**src/core/adrc_map.svh**
```systemverilog
// Timing figures and fixed counts for the asynchronous DRAM access and refresh controller
`ifndef ADRC_MAP_SVH
`define ADRC_MAP_SVH
`define ADRC_CLK_NS 10
`define ADRC_PWRUP_NS 100000
`define ADRC_INIT_REFS 8
`define ADRC_ROW_BITS 12
`define ADRC_REF_MS_11 32
`define ADRC_REF_MS_12 64
`define ADRC_RAS_MIN_NS 60
`define ADRC_RAS_MAX_NS 100000
`define ADRC_RP_NS 40
`define ADRC_RC_NS 110
`define ADRC_RCD_MIN_NS 20
`define ADRC_RCD_MAX_NS 45
`define ADRC_RAC_NS 60
`define ADRC_CAS_MIN_NS 15
`define ADRC_CPN_NS 10
`define ADRC_CSR_NS 5
`define ADRC_CHR_NS 15
`define ADRC_WRH_NS 10
`define ADRC_WCH_NS 10
`define ADRC_DH_NS 10
`define ADRC_SYNC_STAGES 3
`define ADRC_CNT_W 16
`endif

```
**src/core/adrc_pkg.sv**
```systemverilog
// Types shared by the DRAM access and refresh controller
package adrc_pkg;
	typedef struct packed {
		logic we;
		logic [11:0] row;
		logic [9:0] col;
		logic [3:0] wdata;
	} adrc_req_t;

	typedef struct packed {
		logic ras_n;
		logic cas_n;
		logic we_n;
		logic oe_n;
		logic [11:0] addr;
		logic [3:0] dq_out;
		logic dq_oe;
	} adrc_pins_t;

	typedef enum logic [6:0] {
		ST_INIT = 7'h01,
		ST_IDLE = 7'h02,
		ST_ROW = 7'h04,
		ST_COL = 7'h08,
		ST_PRE = 7'h10,
		ST_RCAS = 7'h20,
		ST_RRAS = 7'h40
	} adrc_state_t;
endpackage

```
**src/core/adrc_ctrl.sv**
```systemverilog
// Host-side controller that runs read, early-write and column-before-row refresh cycles on a x4 DRAM
//
// What this block does
// - Wait power-up pause, then eight refreshes with write enable high before access.
// - Refresh every row within the refresh interval for the chosen row count.
// - Column strobe low before row strobe falls, held low after it falls.
// - Write enable stays high around the row strobe fall of a refresh.
// - Write enable fall only in early-write or read-modify-write window.
// - With output enable tied low, only reads and early writes are usable.
// - Write data valid from column strobe fall until hold time after.
// - Column strobe high a precharge time before a fresh cycle clears output.
// - Write enable stays high past column or row strobe rise to end reads.
// - Row strobe low at least its minimum and never beyond its maximum.
// - Random cycles start no closer than the random cycle time.
// - Hidden refresh keeps column strobe low and preserves last access data; this block never issues one.
// - Row-strobe-only refresh takes the row from address pins; write enable ignored; this block never issues one.
`timescale 1ns/10ps
`include "adrc_map.svh"
module adrc_ctrl
	import adrc_pkg::*;
#(
	parameter int unsigned ROW_BITS = `ADRC_ROW_BITS,
	parameter int unsigned PWRUP_NS = `ADRC_PWRUP_NS,
	parameter int unsigned RAS_MIN_NS = `ADRC_RAS_MIN_NS,
	parameter int unsigned RP_NS = `ADRC_RP_NS,
	parameter int unsigned RC_NS = `ADRC_RC_NS,
	parameter int unsigned RCD_MIN_NS = `ADRC_RCD_MIN_NS,
	parameter int unsigned RAC_NS = `ADRC_RAC_NS,
	parameter int unsigned CAS_MIN_NS = `ADRC_CAS_MIN_NS,
	parameter int unsigned CSR_NS = `ADRC_CSR_NS,
	parameter int unsigned CHR_NS = `ADRC_CHR_NS
) (
	// Clock and reset
	input wire logic i_clk,
	input wire logic i_reset,
	// Request port
	input wire logic i_req_valid,
	input wire adrc_req_t i_req,
	output logic o_req_ready,
	// Read answer and status
	output logic o_rd_valid,
	output logic [3:0] o_rd_data,
	output logic o_init_done,
	// DRAM pins
	output adrc_pins_t o_dram,
	input wire logic [3:0] i_dq_in
);

	////////////////////////////////////////////////////////////////////////////////
	// Cycle counts derived from the timing figures

	function automatic int unsigned cyc_min(input int unsigned ns);
		int unsigned c;
		c = (ns + `ADRC_CLK_NS - 1) / `ADRC_CLK_NS;
		return (c == 0) ? 1 : c;
	endfunction

	function automatic int unsigned max2(input int unsigned a, input int unsigned b);
		return (a > b) ? a : b;
	endfunction

	localparam int unsigned PWRUP_CYC = cyc_min(PWRUP_NS);
	localparam int unsigned RAS_CYC = cyc_min(RAS_MIN_NS);
	localparam int unsigned RP_CYC = cyc_min(RP_NS);
	localparam int unsigned RC_CYC = cyc_min(RC_NS);
	localparam int unsigned RCD_CYC = cyc_min(RCD_MIN_NS);
	localparam int unsigned RAC_CYC = cyc_min(RAC_NS);
	localparam int unsigned CAS_CYC = cyc_min(CAS_MIN_NS);
	localparam int unsigned CSR_CYC = cyc_min(CSR_NS);
	localparam int unsigned CHR_CYC = cyc_min(CHR_NS);
	localparam int unsigned WRH_CYC = cyc_min(`ADRC_WRH_NS);
	localparam int unsigned CPN_CYC = cyc_min(`ADRC_CPN_NS);
	localparam int unsigned RCD_MAX_CYC = `ADRC_RCD_MAX_NS / `ADRC_CLK_NS;
	// Column phase lengths keep the total row strobe low time at its minimum
	localparam int unsigned WCOL_CYC = max2(max2(CAS_CYC, RAS_CYC - RCD_CYC),
		max2(cyc_min(`ADRC_DH_NS), cyc_min(`ADRC_WCH_NS)));
	// Reads wait out the row access time plus the pin synchroniser
	localparam int unsigned RCOL_CYC = max2(max2(CAS_CYC, RAS_CYC - RCD_CYC),
		RAC_CYC - RCD_CYC) + `ADRC_SYNC_STAGES;
	localparam int unsigned RREF_CYC = max2(max2(RAS_CYC, CHR_CYC), WRH_CYC);
	localparam int unsigned PRE_CYC = max2(max2(RP_CYC, CPN_CYC), RC_CYC - RAS_CYC);
	localparam int unsigned REF_MS = (ROW_BITS == 12) ? `ADRC_REF_MS_12 : `ADRC_REF_MS_11;
	// Per-row spacing is a longest time, so it rounds down
	localparam int unsigned REFI_CYC = (REF_MS * 1000000 / (1 << ROW_BITS)) / `ADRC_CLK_NS;
	localparam int unsigned CW = `ADRC_CNT_W;

	if (ROW_BITS != 11 && ROW_BITS != 12) begin : g_param_check
		$error("adrc_ctrl: row address width must be 11 or 12");
	end
	// Every count has to fit the width shared by the two down-counters
	if (PWRUP_CYC >= (1 << CW) || REFI_CYC >= (1 << CW) || RCOL_CYC >= (1 << CW)) begin : g_width_check
		$error("adrc_ctrl: timing count too wide for the counter");
	end
	if (RCD_CYC > RCD_MAX_CYC) begin : g_rcd_check
		$error("adrc_ctrl: row to column delay beyond its maximum");
	end
	// Differences of the cycle counts are unsigned and must not wrap
	if (RAS_CYC < RCD_CYC || RC_CYC < RAS_CYC || RAC_CYC < RCD_CYC) begin : g_order_check
		$error("adrc_ctrl: timing figures out of order");
	end
	if (`ADRC_INIT_REFS > 15) begin : g_refs_check
		$error("adrc_ctrl: wake-up refresh count too wide");
	end

	////////////////////////////////////////////////////////////////////////////////
	// State

	adrc_state_t state_r, state_nxt;
	logic [CW-1:0] cnt_r, cnt_nxt;
	logic [CW-1:0] refi_r, refi_nxt;
	logic due_r, due_nxt;
	logic [3:0] refs_left_r, refs_left_nxt;
	logic [9:0] col_r, col_nxt;
	logic wr_r, wr_nxt;
	adrc_pins_t pins_r, pins_nxt;
	logic ready_r, ready_nxt;
	logic rd_valid_r, rd_valid_nxt;
	logic [3:0] rd_data_r, rd_data_nxt;
	logic init_done_r, init_done_nxt;
	logic [3:0] dq_s1_r, dq_s2_r, dq_s3_r;
	logic start_ref;
	logic tick;
	logic ref_served;

	assign o_req_ready = ready_r;
	assign o_rd_valid = rd_valid_r;
	assign o_rd_data = rd_data_r;
	assign o_init_done = init_done_r;
	assign o_dram = pins_r;

	////////////////////////////////////////////////////////////////////////////////
	// Next-state logic

	always_comb begin
		state_nxt = state_r;
		cnt_nxt = (cnt_r != '0) ? cnt_r - 1'b1 : cnt_r;
		refs_left_nxt = refs_left_r;
		col_nxt = col_r;
		wr_nxt = wr_r;
		pins_nxt = pins_r;
		rd_valid_nxt = 1'b0;
		rd_data_nxt = rd_data_r;
		start_ref = 1'b0;
		tick = (refi_r == '0);
		refi_nxt = tick ? CW'(REFI_CYC - 1) : refi_r - 1'b1;
		case (state_r)
			ST_INIT: begin
				if (cnt_r == '0) begin
					start_ref = 1'b1;
				end
			end
			ST_IDLE: begin
				if (due_r) begin
					start_ref = 1'b1;
				end else if (i_req_valid && ready_r) begin
					state_nxt = ST_ROW;
					cnt_nxt = CW'(RCD_CYC - 1);
					pins_nxt.ras_n = 1'b0;
					pins_nxt.addr = ROW_BITS == 12 ? i_req.row : {1'b0, i_req.row[10:0]};
					// Write enable settles before the column strobe falls, so every write is early
					pins_nxt.we_n = ~i_req.we;
					// Output enable kept high on writes; late writes are never issued
					pins_nxt.oe_n = i_req.we;
					pins_nxt.dq_out = i_req.wdata;
					pins_nxt.dq_oe = i_req.we;
					col_nxt = i_req.col;
					wr_nxt = i_req.we;
				end
			end
			ST_ROW: begin
				if (cnt_r == '0) begin
					state_nxt = ST_COL;
					cnt_nxt = wr_r ? CW'(WCOL_CYC - 1) : CW'(RCOL_CYC - 1);
					pins_nxt.cas_n = 1'b0;
					pins_nxt.addr = {2'h0, col_r};
				end
			end
			ST_COL: begin
				// Reads wait until the last two synchroniser stages agree
				if (cnt_r == '0 && (wr_r || dq_s2_r == dq_s3_r)) begin
					state_nxt = ST_PRE;
					cnt_nxt = CW'(PRE_CYC - 1);
					pins_nxt.ras_n = 1'b1;
					pins_nxt.cas_n = 1'b1;
					// Write enable returns high no earlier than the strobes rise
					pins_nxt.we_n = 1'b1;
					pins_nxt.oe_n = 1'b1;
					pins_nxt.dq_oe = 1'b0;
					rd_valid_nxt = ~wr_r;
					rd_data_nxt = wr_r ? rd_data_r : dq_s3_r;
				end
			end
			ST_PRE: begin
				// Precharge also spaces random cycles and gives the column strobe its high time
				if (cnt_r == '0) begin
					if (refs_left_r != '0) begin
						start_ref = 1'b1;
					end else begin
						state_nxt = ST_IDLE;
					end
				end
			end
			ST_RCAS: begin
				if (cnt_r == '0) begin
					state_nxt = ST_RRAS;
					cnt_nxt = CW'(RREF_CYC - 1);
					pins_nxt.ras_n = 1'b0;
				end
			end
			ST_RRAS: begin
				if (cnt_r == '0) begin
					state_nxt = ST_PRE;
					cnt_nxt = CW'(PRE_CYC - 1);
					pins_nxt.ras_n = 1'b1;
					pins_nxt.cas_n = 1'b1;
					// Wake-up run counts only completed refreshes
					if (refs_left_r != '0) begin
						refs_left_nxt = refs_left_r - 1'b1;
					end
				end
			end
			default: begin
				state_nxt = ST_INIT;
				cnt_nxt = CW'(PWRUP_CYC - 1);
			end
		endcase
		if (start_ref) begin
			// Column strobe leads the row strobe; write enable held high, address unused
			// Only this refresh form is issued, always from precharged strobes: no hidden or row-only refresh
			state_nxt = ST_RCAS;
			cnt_nxt = CW'(CSR_CYC - 1);
			pins_nxt.cas_n = 1'b0;
			pins_nxt.we_n = 1'b1;
			pins_nxt.oe_n = 1'b1;
			pins_nxt.dq_oe = 1'b0;
		end
		// Wake-up refreshes leave a pending interval tick to be served afterwards
		ref_served = start_ref && state_r != ST_PRE && state_r != ST_INIT;
		// A tick in the cycle a refresh starts is kept, so no interval is lost
		due_nxt = tick | (due_r & ~ref_served);
		init_done_nxt = (refs_left_nxt == '0);
		ready_nxt = (state_nxt == ST_IDLE) && !due_nxt && !start_ref;
	end

	////////////////////////////////////////////////////////////////////////////////
	// Registers

	always_ff @(posedge i_clk) begin
		if (i_reset) begin
			state_r <= ST_INIT;
			cnt_r <= CW'(PWRUP_CYC - 1);
			refi_r <= CW'(REFI_CYC - 1);
			due_r <= 1'b0;
			refs_left_r <= 4'(`ADRC_INIT_REFS);
			col_r <= 10'h000;
			wr_r <= 1'b0;
			pins_r <= '{
				ras_n: 1'b1,
				cas_n: 1'b1,
				we_n: 1'b1,
				oe_n: 1'b1,
				addr: 12'h000,
				dq_out: 4'h0,
				dq_oe: 1'b0
			};
			ready_r <= 1'b0;
			rd_valid_r <= 1'b0;
			rd_data_r <= 4'h0;
			init_done_r <= 1'b0;
			dq_s1_r <= 4'h0;
			dq_s2_r <= 4'h0;
			dq_s3_r <= 4'h0;
		end else begin
			state_r <= state_nxt;
			cnt_r <= cnt_nxt;
			refi_r <= refi_nxt;
			due_r <= due_nxt;
			refs_left_r <= refs_left_nxt;
			col_r <= col_nxt;
			wr_r <= wr_nxt;
			pins_r <= pins_nxt;
			ready_r <= ready_nxt;
			rd_valid_r <= rd_valid_nxt;
			rd_data_r <= rd_data_nxt;
			init_done_r <= init_done_nxt;
			// Data pins are asynchronous: three stages, capture once the last two agree
			dq_s1_r <= i_dq_in;
			dq_s2_r <= dq_s1_r;
			dq_s3_r <= dq_s2_r;
		end
	end

endmodule

```
**config.mk**
```make
export PLATFORM = sky130hd
export DESIGN_NAME = adrc_ctrl
export DESIGN_NICKNAME = d
export VERILOG_FILES = /design/src/core/adrc_pkg.sv /design/src/core/adrc_ctrl.sv
export VERILOG_INCLUDE_DIRS = /design/src /design/src/core
export SDC_FILE = /design/constraint.sdc
export NUM_CORES = 1
export LEC_CHECK = 0
export BUFFER_PORTS_ARGS = -buffer_cell sky130_fd_sc_hd__buf_2
export CAP_MARGIN = 5
export CORE_MARGIN = 2
export CORE_UTILIZATION = 45
export DETAILED_ROUTE_END_ITERATION = 10
export GPL_ROUTABILITY_DRIVEN = 1
export PLACE_DENSITY = 0.73
export SLEW_MARGIN = 10
export SYNTH_ARGS = -nofsm -noshare
export SYNTH_HDL_FRONTEND = slang
export SYNTH_SLANG_ARGS = --single-unit
```
**constraint.sdc**
```tcl
create_clock -name i_clk -period 5.95 [get_ports i_clk]
set_input_delay 0.595 -clock i_clk [delete_from_list [all_inputs] [get_ports i_clk]]
set_output_delay 0.595 -clock i_clk [all_outputs]
set_load 0.1 [all_outputs]
```
==> results of run 1 <==
## per-layer routing
metal / GRT usage / vias to the layer above / part of all wire
li1: - / 1974 / -
met5: 0 / - / 0
met1: 0.269 / 1882 / 0.46
met3: 0.0340 / 23 / 0.049
met2: 0.329 / 134 / 0.47
met4: 0.0888 / 0 / 0.024
## Yosys cell counts (all sizes together), types with 9 or more instances
| library cell | number |
|---|---|
| dfxtp | 95 |
| nand2 | 58 |
| nor2 | 48 |
| a21oi | 42 |
| nor3 | 29 |
| clkbuf | 24 |
| nand3 | 24 |
| xnor2 | 18 |
| o21ai | 15 |
| nor2b | 13 |
| xor2 | 12 |
| a311oi | 10 |
| inv | 10 |
| nor4 | 10 |
| or3 | 10 |
| buf | 9 |
## through the flow
| step | instance area [µm²] | setup slack, ns | std cells |
|---|---|---|---|
| 2_1_floorplan | 4470 | 3.36 | 527 |
| 3_3_place_gp | 4830 | 3.02 | 691 |
| 3_5_place_dp | 4830 | 2.99 | 691 |
| 4_1_cts | 5040 | 2.95 | 707 |
| 5_1_grt | 5040 | 2.75 | 707 |
| 6_report | 5040 | 2.95 | 707 |
## registers in the layout, indices dropped and copies added (netlist names)
| name | flops |
|---|---|
| dq_s1_r | 4 |
| state_r | 7 |
| cnt_r | 16 |
| wr_r | 1 |
| o_init_done | 1 |
| dq_s2_r | 4 |
| due_r | 1 |
| col_r | 10 |
| o_req_ready | 1 |
| o_rd_valid | 1 |
| refi_r | 16 |
| o_dram | 21 |
| dq_s3_r | 4 |
| o_rd_data | 4 |
| refs_left_r | 4 |
## logic make-up (layout without fill, tap and decap cells)
| family | Yosys count | count (layout) | share of synthesized area |
|---|---|---|---|
| fa+ha+maj | 6 | 6 | 0.0168 |
| compound gates | 110 | 110 | 0.163 |
| buf+inv | 43 | 90 | 0.0397 |
| mux | 9 | 9 | 0.0207 |
| flops | 95 | 95 | 0.425 |
| simple gates | 234 | 234 | 0.276 |
| xor+xnor | 30 | 30 | 0.0587 |
## cells in the final DEF (no fill, tap or decap), types with 4 or more instances in the layout
cell type / netlist / final
dfxtp_1: 95 / 95
buf_2: 7 / 61
nand2_1: 58 / 58
nor2_1: 48 / 48
a21oi_1: 41 / 41
nor3_1: 28 / 27
nand3_1: 24 / 24
xnor2_1: 18 / 18
o21ai_0: 14 / 14
nor2b_1: 13 / 13
xor2_1: 12 / 12
or3_1: 10 / 10
a311oi_1: 10 / 10
inv_1: 9 / 9
clkbuf_8: 0 / 9
nor4_1: 8 / 8
o31ai_1: 7 / 7
mux2i_1: 7 / 7
nand2b_1: 6 / 6
ha_1: 6 / 6
nor3b_1: 5 / 5
o21a_1: 5 / 5
nor4b_1: 4 / 4
or4_1: 4 / 4
a211oi_1: 4 / 4
o211ai_1: 4 / 4
nand4_1: 4 / 4
## power groups by stage
stage,clock [mW],combinational (mW),sequential (mW)
2_1_floorplan,0,0.0301,0.664
3_3_place_gp,0,0.0486,0.665
3_5_place_dp,0,0.0495,0.666
4_1_cts,0.458,0.0498,0.651
5_1_grt,0.478,0.0559,0.652
6_report,0.445,0.0495,0.651
## path summary, 6_finish.rpt
path / end / start / depth (start not counted)
setup reg to reg: o_req_ready$_SDFF_PP0_ / cnt_r[0]$_SDFF_PP1_ / 9
hold reg to reg: dq_s2_r[0]$_SDFF_PP0_ / dq_s1_r[0]$_SDFF_PP0_ / 1
hold / removal: dq_s2_r[0]$_SDFF_PP0_ / dq_s1_r[0]$_SDFF_PP0_ / 1
setup / recovery: o_req_ready$_SDFF_PP0_ / cnt_r[0]$_SDFF_PP1_ / 9
## final cells by class
cell class,count,area (µm²)
clock buffer,12,135
clock inverter,4,70.1
fill,927,4690
inverter,10,37.5
multi-input combinational,389,2400
sequential,95,1900
tap,133,166
timing repair buffer,64,328
## worst register-to-register path, cell delays in order (launching register included)
cell and delay (ns):
dfxtp_1 0.35, inv_1 0.12, ha_1 0.15, or4b_1 0.52, nor4_4 0.16, buf_4 0.32
inv_2 0.28, o21a_1 0.30, o211ai_1 0.50, nor4b_1 0.13
==> impl_results.md, run 1 <==
- EDFF count, synth: 0
- Leading area contributor after synthesis: dfxtp_1
- Utilization after layout: 0.518
- Clock insertion delay at the later pin of the skew report: 0.35 ns
- Buf/Inv on CP: 3
- Synth area leaders: dfxtp_1, nand2_1, a21oi_1
- Clock root buffer: clkbuf_8
- Site Rows: 36
- Register area share after synthesis: 0.425
- Sink Count: 95
- Die height: 104 µm
- Yosys Warn Count: 0
- Worst Skew: 0.00625 ns
- Critical Path RT: 6.15 ns
- Vias in the first global route: 3852
- Final ANT Viol Nets: 0
- Area delta synth->final: 12.6%
- N_diodes: 0
- Min Hold Slack: 0.438 ns
- Worst setup SP type: register
- Final Setup Violations: 0
- Share of the synthesized area in the top cell type: 0.425
- RD Place Congestion: 0.876
- Post-route setup TNS: 0 ns
- Via density per instance: 5.68
- Max VDD drop: 178 µV
- Fin crit share: 0.504
- Horiz. Die Dim: 104 µm
- Final WL: 10800 µm
- CP delay by family, top: simple AND/OR/NAND/NOR gates
- RSZ-0062 raised after global routing: false
- CTS buffer count: 9
- Layout cells sized above 1: 0.164
- Crit end category: register
- Fin. Hold Viols: 0
- Unique masters post-synth: 62
- Switch Pwr: 0.242 mW
- Slew headroom: 0.209
- Leakage: 1.89 nW
- WS Path Type: reg2reg
- DIE AREA: 10800 µm²
- Ys flop type: dfxtp_1
- Mapped Area: 4470 µm²
- Initial DRC Count: 339
- Status: completed
- CTS tree: built
- # DRC: 0
- Nets: 609
- Crit-path max FO: 24
- Hold Buf Count CTS: 0
- Post-Synthesis Cells: 527
- Slowest CP cell: or4b_1
- Minimum clock period: 3.00 ns
- Critical path cell sequence: inv_1 > ha_1 > or4b_1 > nor4_4 > buf_4 > inv_2 > o21a_1 > o211ai_1 > nor4b_1
- Pwr dens: 227 nW/µm²
- H-tree depth: 3
- Vias: 4013
- Initial Util: 0.460
- PortBufs: 61
- Switch share: 0.212
- I/O Pins: 62
- Gr usage total: 0.204
- Core ar.: 9730 µm²
- PostCTS Resize Cnt: 0
- Antenna violations before repair: 0
- Number of synthesized register bits: 95
- Largest net degree at the start of global routing: 55
- Clock buffer depth: 2
- Routed length per placed instance: 15.3 µm
- Clk pwr share: 0.388
- First-pass detailed-route iteration total: 5
- Syn nets: 567
- Placed wire-length estimate: 7620 µm
- Max cap viols: 0
- Tot Pwr: 1.14 mW
- Avg Synthesized Cell Area: 8.49 µm²
- Combinational power share: 0.043
- CP arrival: 3.19 ns
- Worst-Margin Slew: 1.18 ns
- GR Overflow Total: 0
- Max Slew Vio Count: 0
- Reg-to-reg slack, setup: 2.95 ns
- Max Fclk: 0.333 GHz
- Sequential power share: 0.568
- Worst path max stage delay: 0.52 ns
- CTS clock-pin slew for the worst setup and hold paths: 0.08 ns
- Async set or reset register ratio after synthesis: 0
- Global-route wire length before repair: 18200 µm
- P_int: 0.902 mW
- Number of setup buffers added after CTS: 0
- HP Class: reg2reg
Power figures use the tool's default switching activity.
==> inputs of run 2 (changes only) <==
ABC_AREA = 1   (was unset)
PLACE_DENSITY = 0.75   (was 0.73)
clock period = 2.7 ns   (was 5.95 ns; I/O delays follow)
==> run 2 against run 1 <==
  * Setup slack worse by 2.4 ns
  * Fmax rose by 39%
  * Area after synthesis grew 2.9%
  * Global-route usage shrank 0.70 points
  * Core utilization up 1.1 points
  * Critical path depth grew 1
  * Critical endpoint is now o_dram[16]$_SDFFE_PP0P_
==> impl_results.md, run 2 <==
- Met2 Usage GRT: 0.310
- Via density per instance: 4.90
- Placed wire-length estimate: 7700 µm
- Switch share: 0.232
- First-pass detailed-route iteration total: 5
- Most Crowded Layer GR: met2
- Min Hold Slack: 0.0880 ns
- Final ANT Viol Nets: 0
- Post-route setup TNS: 0 ns
- Ys flop type: dfxtp_1
- Nets: 763
- CTS tree: built
- Sequential power share: 0.577
- Avg Synthesized Cell Area: 6.95 µm²
- Layout cells sized above 1: 0.179
- Max Slew Vio Count: 0
- Post-Synthesis Cells: 663
- Async set or reset register ratio after synthesis: 0
- CTS clock-pin slew for the worst setup and hold paths: 0.09 ns
- Clock buffer depth: 2
- Syn nets: 703
- Clock root buffer: clkbuf_8
- Vias in the first global route: 3907
- DIE AREA: 11100 µm²
- Vias: 4219
- Crit-path max FO: 13
- Core ar.: 9860 µm²
- Commonest non-fill, non-tap cells in the layout: nor2_1, nand2_1, dfxtp_1
- CP arrival: 2.48 ns
- Most frequent cell after synthesis: nor2_1
- WS Path Type: reg2reg
- RD Place Congestion: 0.899
- Leading area contributor after synthesis: dfxtp_1
- Gr usage total: 0.197
- Initial DRC Count: 291
- Global-route wire length before repair: 17700 µm
- Pwr dens: 475 nW/µm²
- Combinational power share: 0.049
- Mapped Area: 4610 µm²
- I/O Pins: 62
- Fin crit share: 0.801
- Crit end category: register
- N_diodes: 0
- Worst setup SP type: register
- Initial Util: 0.467
- Status: completed
- Max Fclk: 0.462 GHz
- P_int: 1.90 mW
- Die height: 105 µm
- H-tree depth: 3
- CTS buffer count: 9
- Antenna violations before repair: 0
- Leakage: 2.53 nW
- Number of setup buffers added after CTS: 0
- Switch Pwr: 0.575 mW
- Unique masters post-synth: 36
- # DRC: 0
- GR Util met1: 0.264
- Register area share after synthesis: 0.413
- Final WL: 10200 µm
- Worst-Margin Slew: 0.505 ns
- Horiz. Die Dim: 105 µm
- GR Overflow Total: 0
- Minimum clock period: 2.16 ns
- Routed length per placed instance: 11.9 µm
- Clk pwr share: 0.374
- EDFF count, synth: 0
- Sink Count: 95
- Area delta synth->final: 13.3%
- Yosys Warn Count: 0
- Largest net degree at the start of global routing: 32
- PostCTS Resize Cnt: 0
- Worst Skew: 0.0111 ns
- Share of the synthesized area in the top cell type: 0.413
- Synth area leaders: dfxtp_1, nor2_1, nand2_1
- Number of synthesized register bits: 95
- Top cells by count, synth: nor2_1, nand2_1, dfxtp_1, inv_1, nand3_1
- Slew headroom: 0.665
- Clock insertion delay at the later pin of the skew report: 0.38 ns
- HP Class: in2reg
- Hold Buf Count CTS: 0
- Fin. Hold Viols: 0
- Commonest non-fill, non-tap cell in the layout: nor2_1
- RSZ-0062 raised after global routing: false
- Met3 global-route usage: 0.0524
- Final Setup Violations: 0
- Max cap viols: 0
- Max VDD drop: 459 µV
- Max reg flops: 21
- Critical Path RT: 3.01 ns
- Site Rows: 36
- PortBufs: 61
[run 2: worst paths after layout]
check	from	end	slack (ns)	cells past startpoint
setup / recovery	cnt_r[0]$_SDFF_PP1_	o_dram[16]$_SDFFE_PP0P_	0.54	10
hold / removal	i_dq_in[3]	dq_s1_r[3]$_SDFF_PP0_	0.09	3
setup reg to reg	cnt_r[0]$_SDFF_PP1_	o_dram[16]$_SDFFE_PP0P_	0.54	10
hold reg to reg	refi_r[0]$_SDFF_PP1_	refi_r[0]$_SDFF_PP1_	0.40	1
[run 2: stage by stage]
stage	setup slack, ns	utilization	std cells	instance area [µm²]	total power, mW
after detailed placement	0.564	0.509	845	5020	1.59
after global placement	0.671	0.509	845	5020	1.58
after global routing	0.246	0.529	861	5220	2.60
final	0.536	0.529	861	5220	2.48
after floorplan	0.541	-	663	4610	1.54
after CTS	0.552	0.529	861	5220	2.52
[run 2: critical path, stage by stage, from the launching register on]
cell,delay (ns)
dfxtp_1,0.34
inv_1,0.14
ha_1,0.22
nand3_1,0.10
nor2_2,0.14
nand2_2,0.22
nand2_1,0.21
nand3_2,0.25
inv_2,0.26
o21ai_0,0.10
a21oi_1,0.12
[run 2: power groups by stage]
| stage | clock (mW) | combinational [mW] | sequential, mW |
|---|---|---|---|
| 2_1_floorplan | 0 | 0.0807 | 1.46 |
| 3_3_place_gp | 0 | 0.120 | 1.46 |
| 3_5_place_dp | 0 | 0.123 | 1.46 |
| 4_1_cts | 0.967 | 0.124 | 1.43 |
| 5_1_grt | 1.02 | 0.142 | 1.43 |
| 6_report | 0.927 | 0.123 | 1.43 |
[run 2: cells by family (layout without fill, tap and decap cells)]
family	after synthesis	after routing	synth area share
flops	95	95	0.413
fa+ha+maj	6	6	0.0163
xor+xnor	17	17	0.0323
compound gates	88	88	0.101
buf+inv	102	167	0.0883
simple gates	355	355	0.349
[run 2: per-layer routing]
| layer | wire, µm | part of all wire |
|---|---|---|
| met2 | 4660 | 0.46 |
| met1 | 4850 | 0.47 |
| met3 | 617 | 0.060 |
| met4 | 85 | 0.0083 |
| met5 | 0 | 0 |
[run 2: final cells by class]
cell class	instances	area, µm²
timing repair buffer	65	335
multi-input combinational	466	2300
sequential	95	1900
tap	133	166
clock inverter	5	63.8
clock buffer	11	131
fill	976	4650
inverter	86	323
==> inputs of run 3 (changes only) <==
clock period = 1.9 ns   (was 2.7 ns; I/O delays follow)
==> run 3 against run 2 <==
  * Setup slack got worse by 0.50 ns
  * Fmax increased by 16%
  * Critical path type unchanged
  * Non-clock buffer count rose by 17
  * Die area unchanged
  * Hold slack worse by 0.071 ns
  * Sequential cell count unchanged
  * Routed wire length grew 6.9%
  * Register-to-register slack worse by 0.50 ns
  * Global-route usage up 0.21 points
  * Combinational power is 58% higher
  * Clock skew about the same
  * Via count increased by 2.8%
==> impl_results.md, run 3 (synthesized netlist as in run 2, its figures left out) <==
- Most frequent CP cell: nand2_1
- FILL cells: 915
- H-tree depth: 3
- Final ANT Viol Nets: 0
- Routed length per placed instance: 12.4 µm
- Hold Buf Count CTS: 0
- Max cap viols: 0
- Post-route setup TNS: 0 ns
- Initial DRC Count: 290
- WS Path Type: reg2reg
- Core ar.: 9860 µm²
- CTS clock-pin slew for the worst setup and hold paths: 0.10 ns
- HP Class: in2reg
- Global-route wire length before repair: 18200 µm
- Worst path max stage delay: 0.32 ns
- Commonest non-fill, non-tap cell in the layout: nor2_1
- Hold depth: 3
- Max reg flops: 21
- Crit-path max FO: 5
- Slowest CP cell: dfxtp_1
- RSZ-0062 raised after global routing: true
- Register area: 1900 µm²
- DIE AREA: 11100 µm²
- Largest net degree at the start of global routing: 28
- Vias: 4337
- CTS buffer count: 9
- Area delta synth->final: 17.6%
- Commonest non-fill, non-tap cells in the layout: nor2_1, nand2_1, dfxtp_1
- Status: completed
- Nets: 782
- GR Overflow Total: 0
- Horiz. Die Dim: 105 µm
- Sink Count: 95
- Utilization after layout: 0.549
- Crit end category: register
- Minimum clock period: 1.86 ns
- # DRC: 0
- Max Fclk: 0.537 GHz
- Die height: 105 µm
- Final Setup Violations: 0
- Max Slew Vio Count: 0
- Slew headroom: 0.663
- Clock insertion delay at the later pin of the skew report: 0.37 ns
- Worst Skew: 0.0111 ns
- R2r startpoint: cnt_r[1]$_SDFF_PP1_
- PortBufs: 61
- Hold wc startpoint: i_dq_in[1]
- Clock buffer depth: 2
- First-pass detailed-route iteration total: 5
- RD Place Congestion: 0.971
- Site Rows: 36
- Worst setup SP type: register
- Vias in the first global route: 4050
- Leakage: 2.64 nW
- Register-to-Register Path Depth: 14
- Max VDD drop: 495 µV
- Worst-Margin Slew: 0.510 ns
- Antenna violations before repair: 0
- Multi-input combinational cell area: 2340 µm²
- Fin crit share: 0.980
- Clock root buffer: clkbuf_8
- Critical path cell sequence: inv_1 > ha_2 > nand3_1 > nor2_4 > nand2_4 > ha_1 > nand2_1 > nand2_1 > nor2_1 > nand2_1 > nor2_1 > nand2_1 > nand2_1 > nand2_1
- CP Launch Point: cnt_r[1]$_SDFF_PP1_
- I/O Pins: 62
- Gr usage total: 0.199
- Fin. Hold Viols: 0
- Via density per instance: 4.93
- CTS tree: built
- Critical Path RT: 2.16 ns
- Final WL: 10900 µm
- N_diodes: 0
- Placed wire-length estimate: 8110 µm
- Initial Util: 0.467
- CP arrival: 2.13 ns
- Pwr dens: 678 nW/µm²
- Layout cells sized above 1: 0.206
-- run 3: changes by cell type in the layout (fill, tap and decap cells not counted), sizes merged --
cell and delta:
clkinv +2, nand2 +1, inv +1, nor2 +1, buf +17, clkinvlp -1, clkbuf -2
-- run 3: routing by layer --
| layer | vias up | track usage | wire length (µm) |
|---|---|---|---|
| li1 | 2243 | - | - |
| met1 | 1943 | 0.256 | 4990 |
| met2 | 138 | 0.329 | 5210 |
| met3 | 13 | 0.0443 | 610 |
| met4 | 0 | 0.0667 | 111 |
| met5 | - | 0 | 0 |
-- run 3: final cells by class --
| class | count | share of cell area |
|---|---|---|
| multi-input cells | 468 | 0.432 |
| flip-flops and latches | 95 | 0.351 |
| repair buffers | 82 | 0.0855 |
| inverters | 86 | 0.0596 |
| well taps | 133 | 0.0307 |
| clock buffers | 9 | 0.0229 |
| clock inverters | 7 | 0.0185 |
-- run 3: through the flow --
| stage | setup WS, ns | area [µm²] | power [mW] | hold slack [ns] | instances |
|---|---|---|---|---|---|
| after floorplan | 0.0530 | 4610 | 2.19 | 0.297 | 663 |
| after global placement | 0.158 | 5120 | 2.26 | 0.376 | 858 |
| after detailed placement | 0.0713 | 5120 | 2.27 | 0.377 | 858 |
| after CTS | 0.0449 | 5350 | 3.70 | 0.00572 | 874 |
| after global routing | -0.0811 | 5420 | 3.80 | 0.0167 | 880 |
| final | 0.0383 | 5420 | 3.67 | 0.0173 | 880 |
-- run 3: worst paths after layout --
| path | to | slack [ns] |
|---|---|---|
| max reg2reg | cnt_r[0]$_SDFF_PP1_ | 0.04 |
| max | cnt_r[0]$_SDFF_PP1_ | 0.04 |
| min | dq_s1_r[1]$_SDFF_PP0_ | 0.02 |
| min reg2reg | refi_r[0]$_SDFF_PP1_ | 0.41 |
-- run 3: repair_timing --
item                       CTS  global route
buffers inserted             0             4
resized for setup            0             5
setup endpoints to repair    0            31
-- run 3: power breakdown --
part | internal, mW | total [mW] | switching, mW
Combinational | 0.0787 | 0.194 | 0.115
Sequential | 2.02 | 2.03 | 0.0144
Clock | 0.651 | 1.44 | 0.793
-- run 3: worst max-delay path, delay by kind of cell, from the launching register on --
kind                       cells  cell delay, ns
and+or+nand+nor               11            0.93
adders and majority gates      2            0.40
DFF                            1            0.32
buffers and inverters          1            0.10
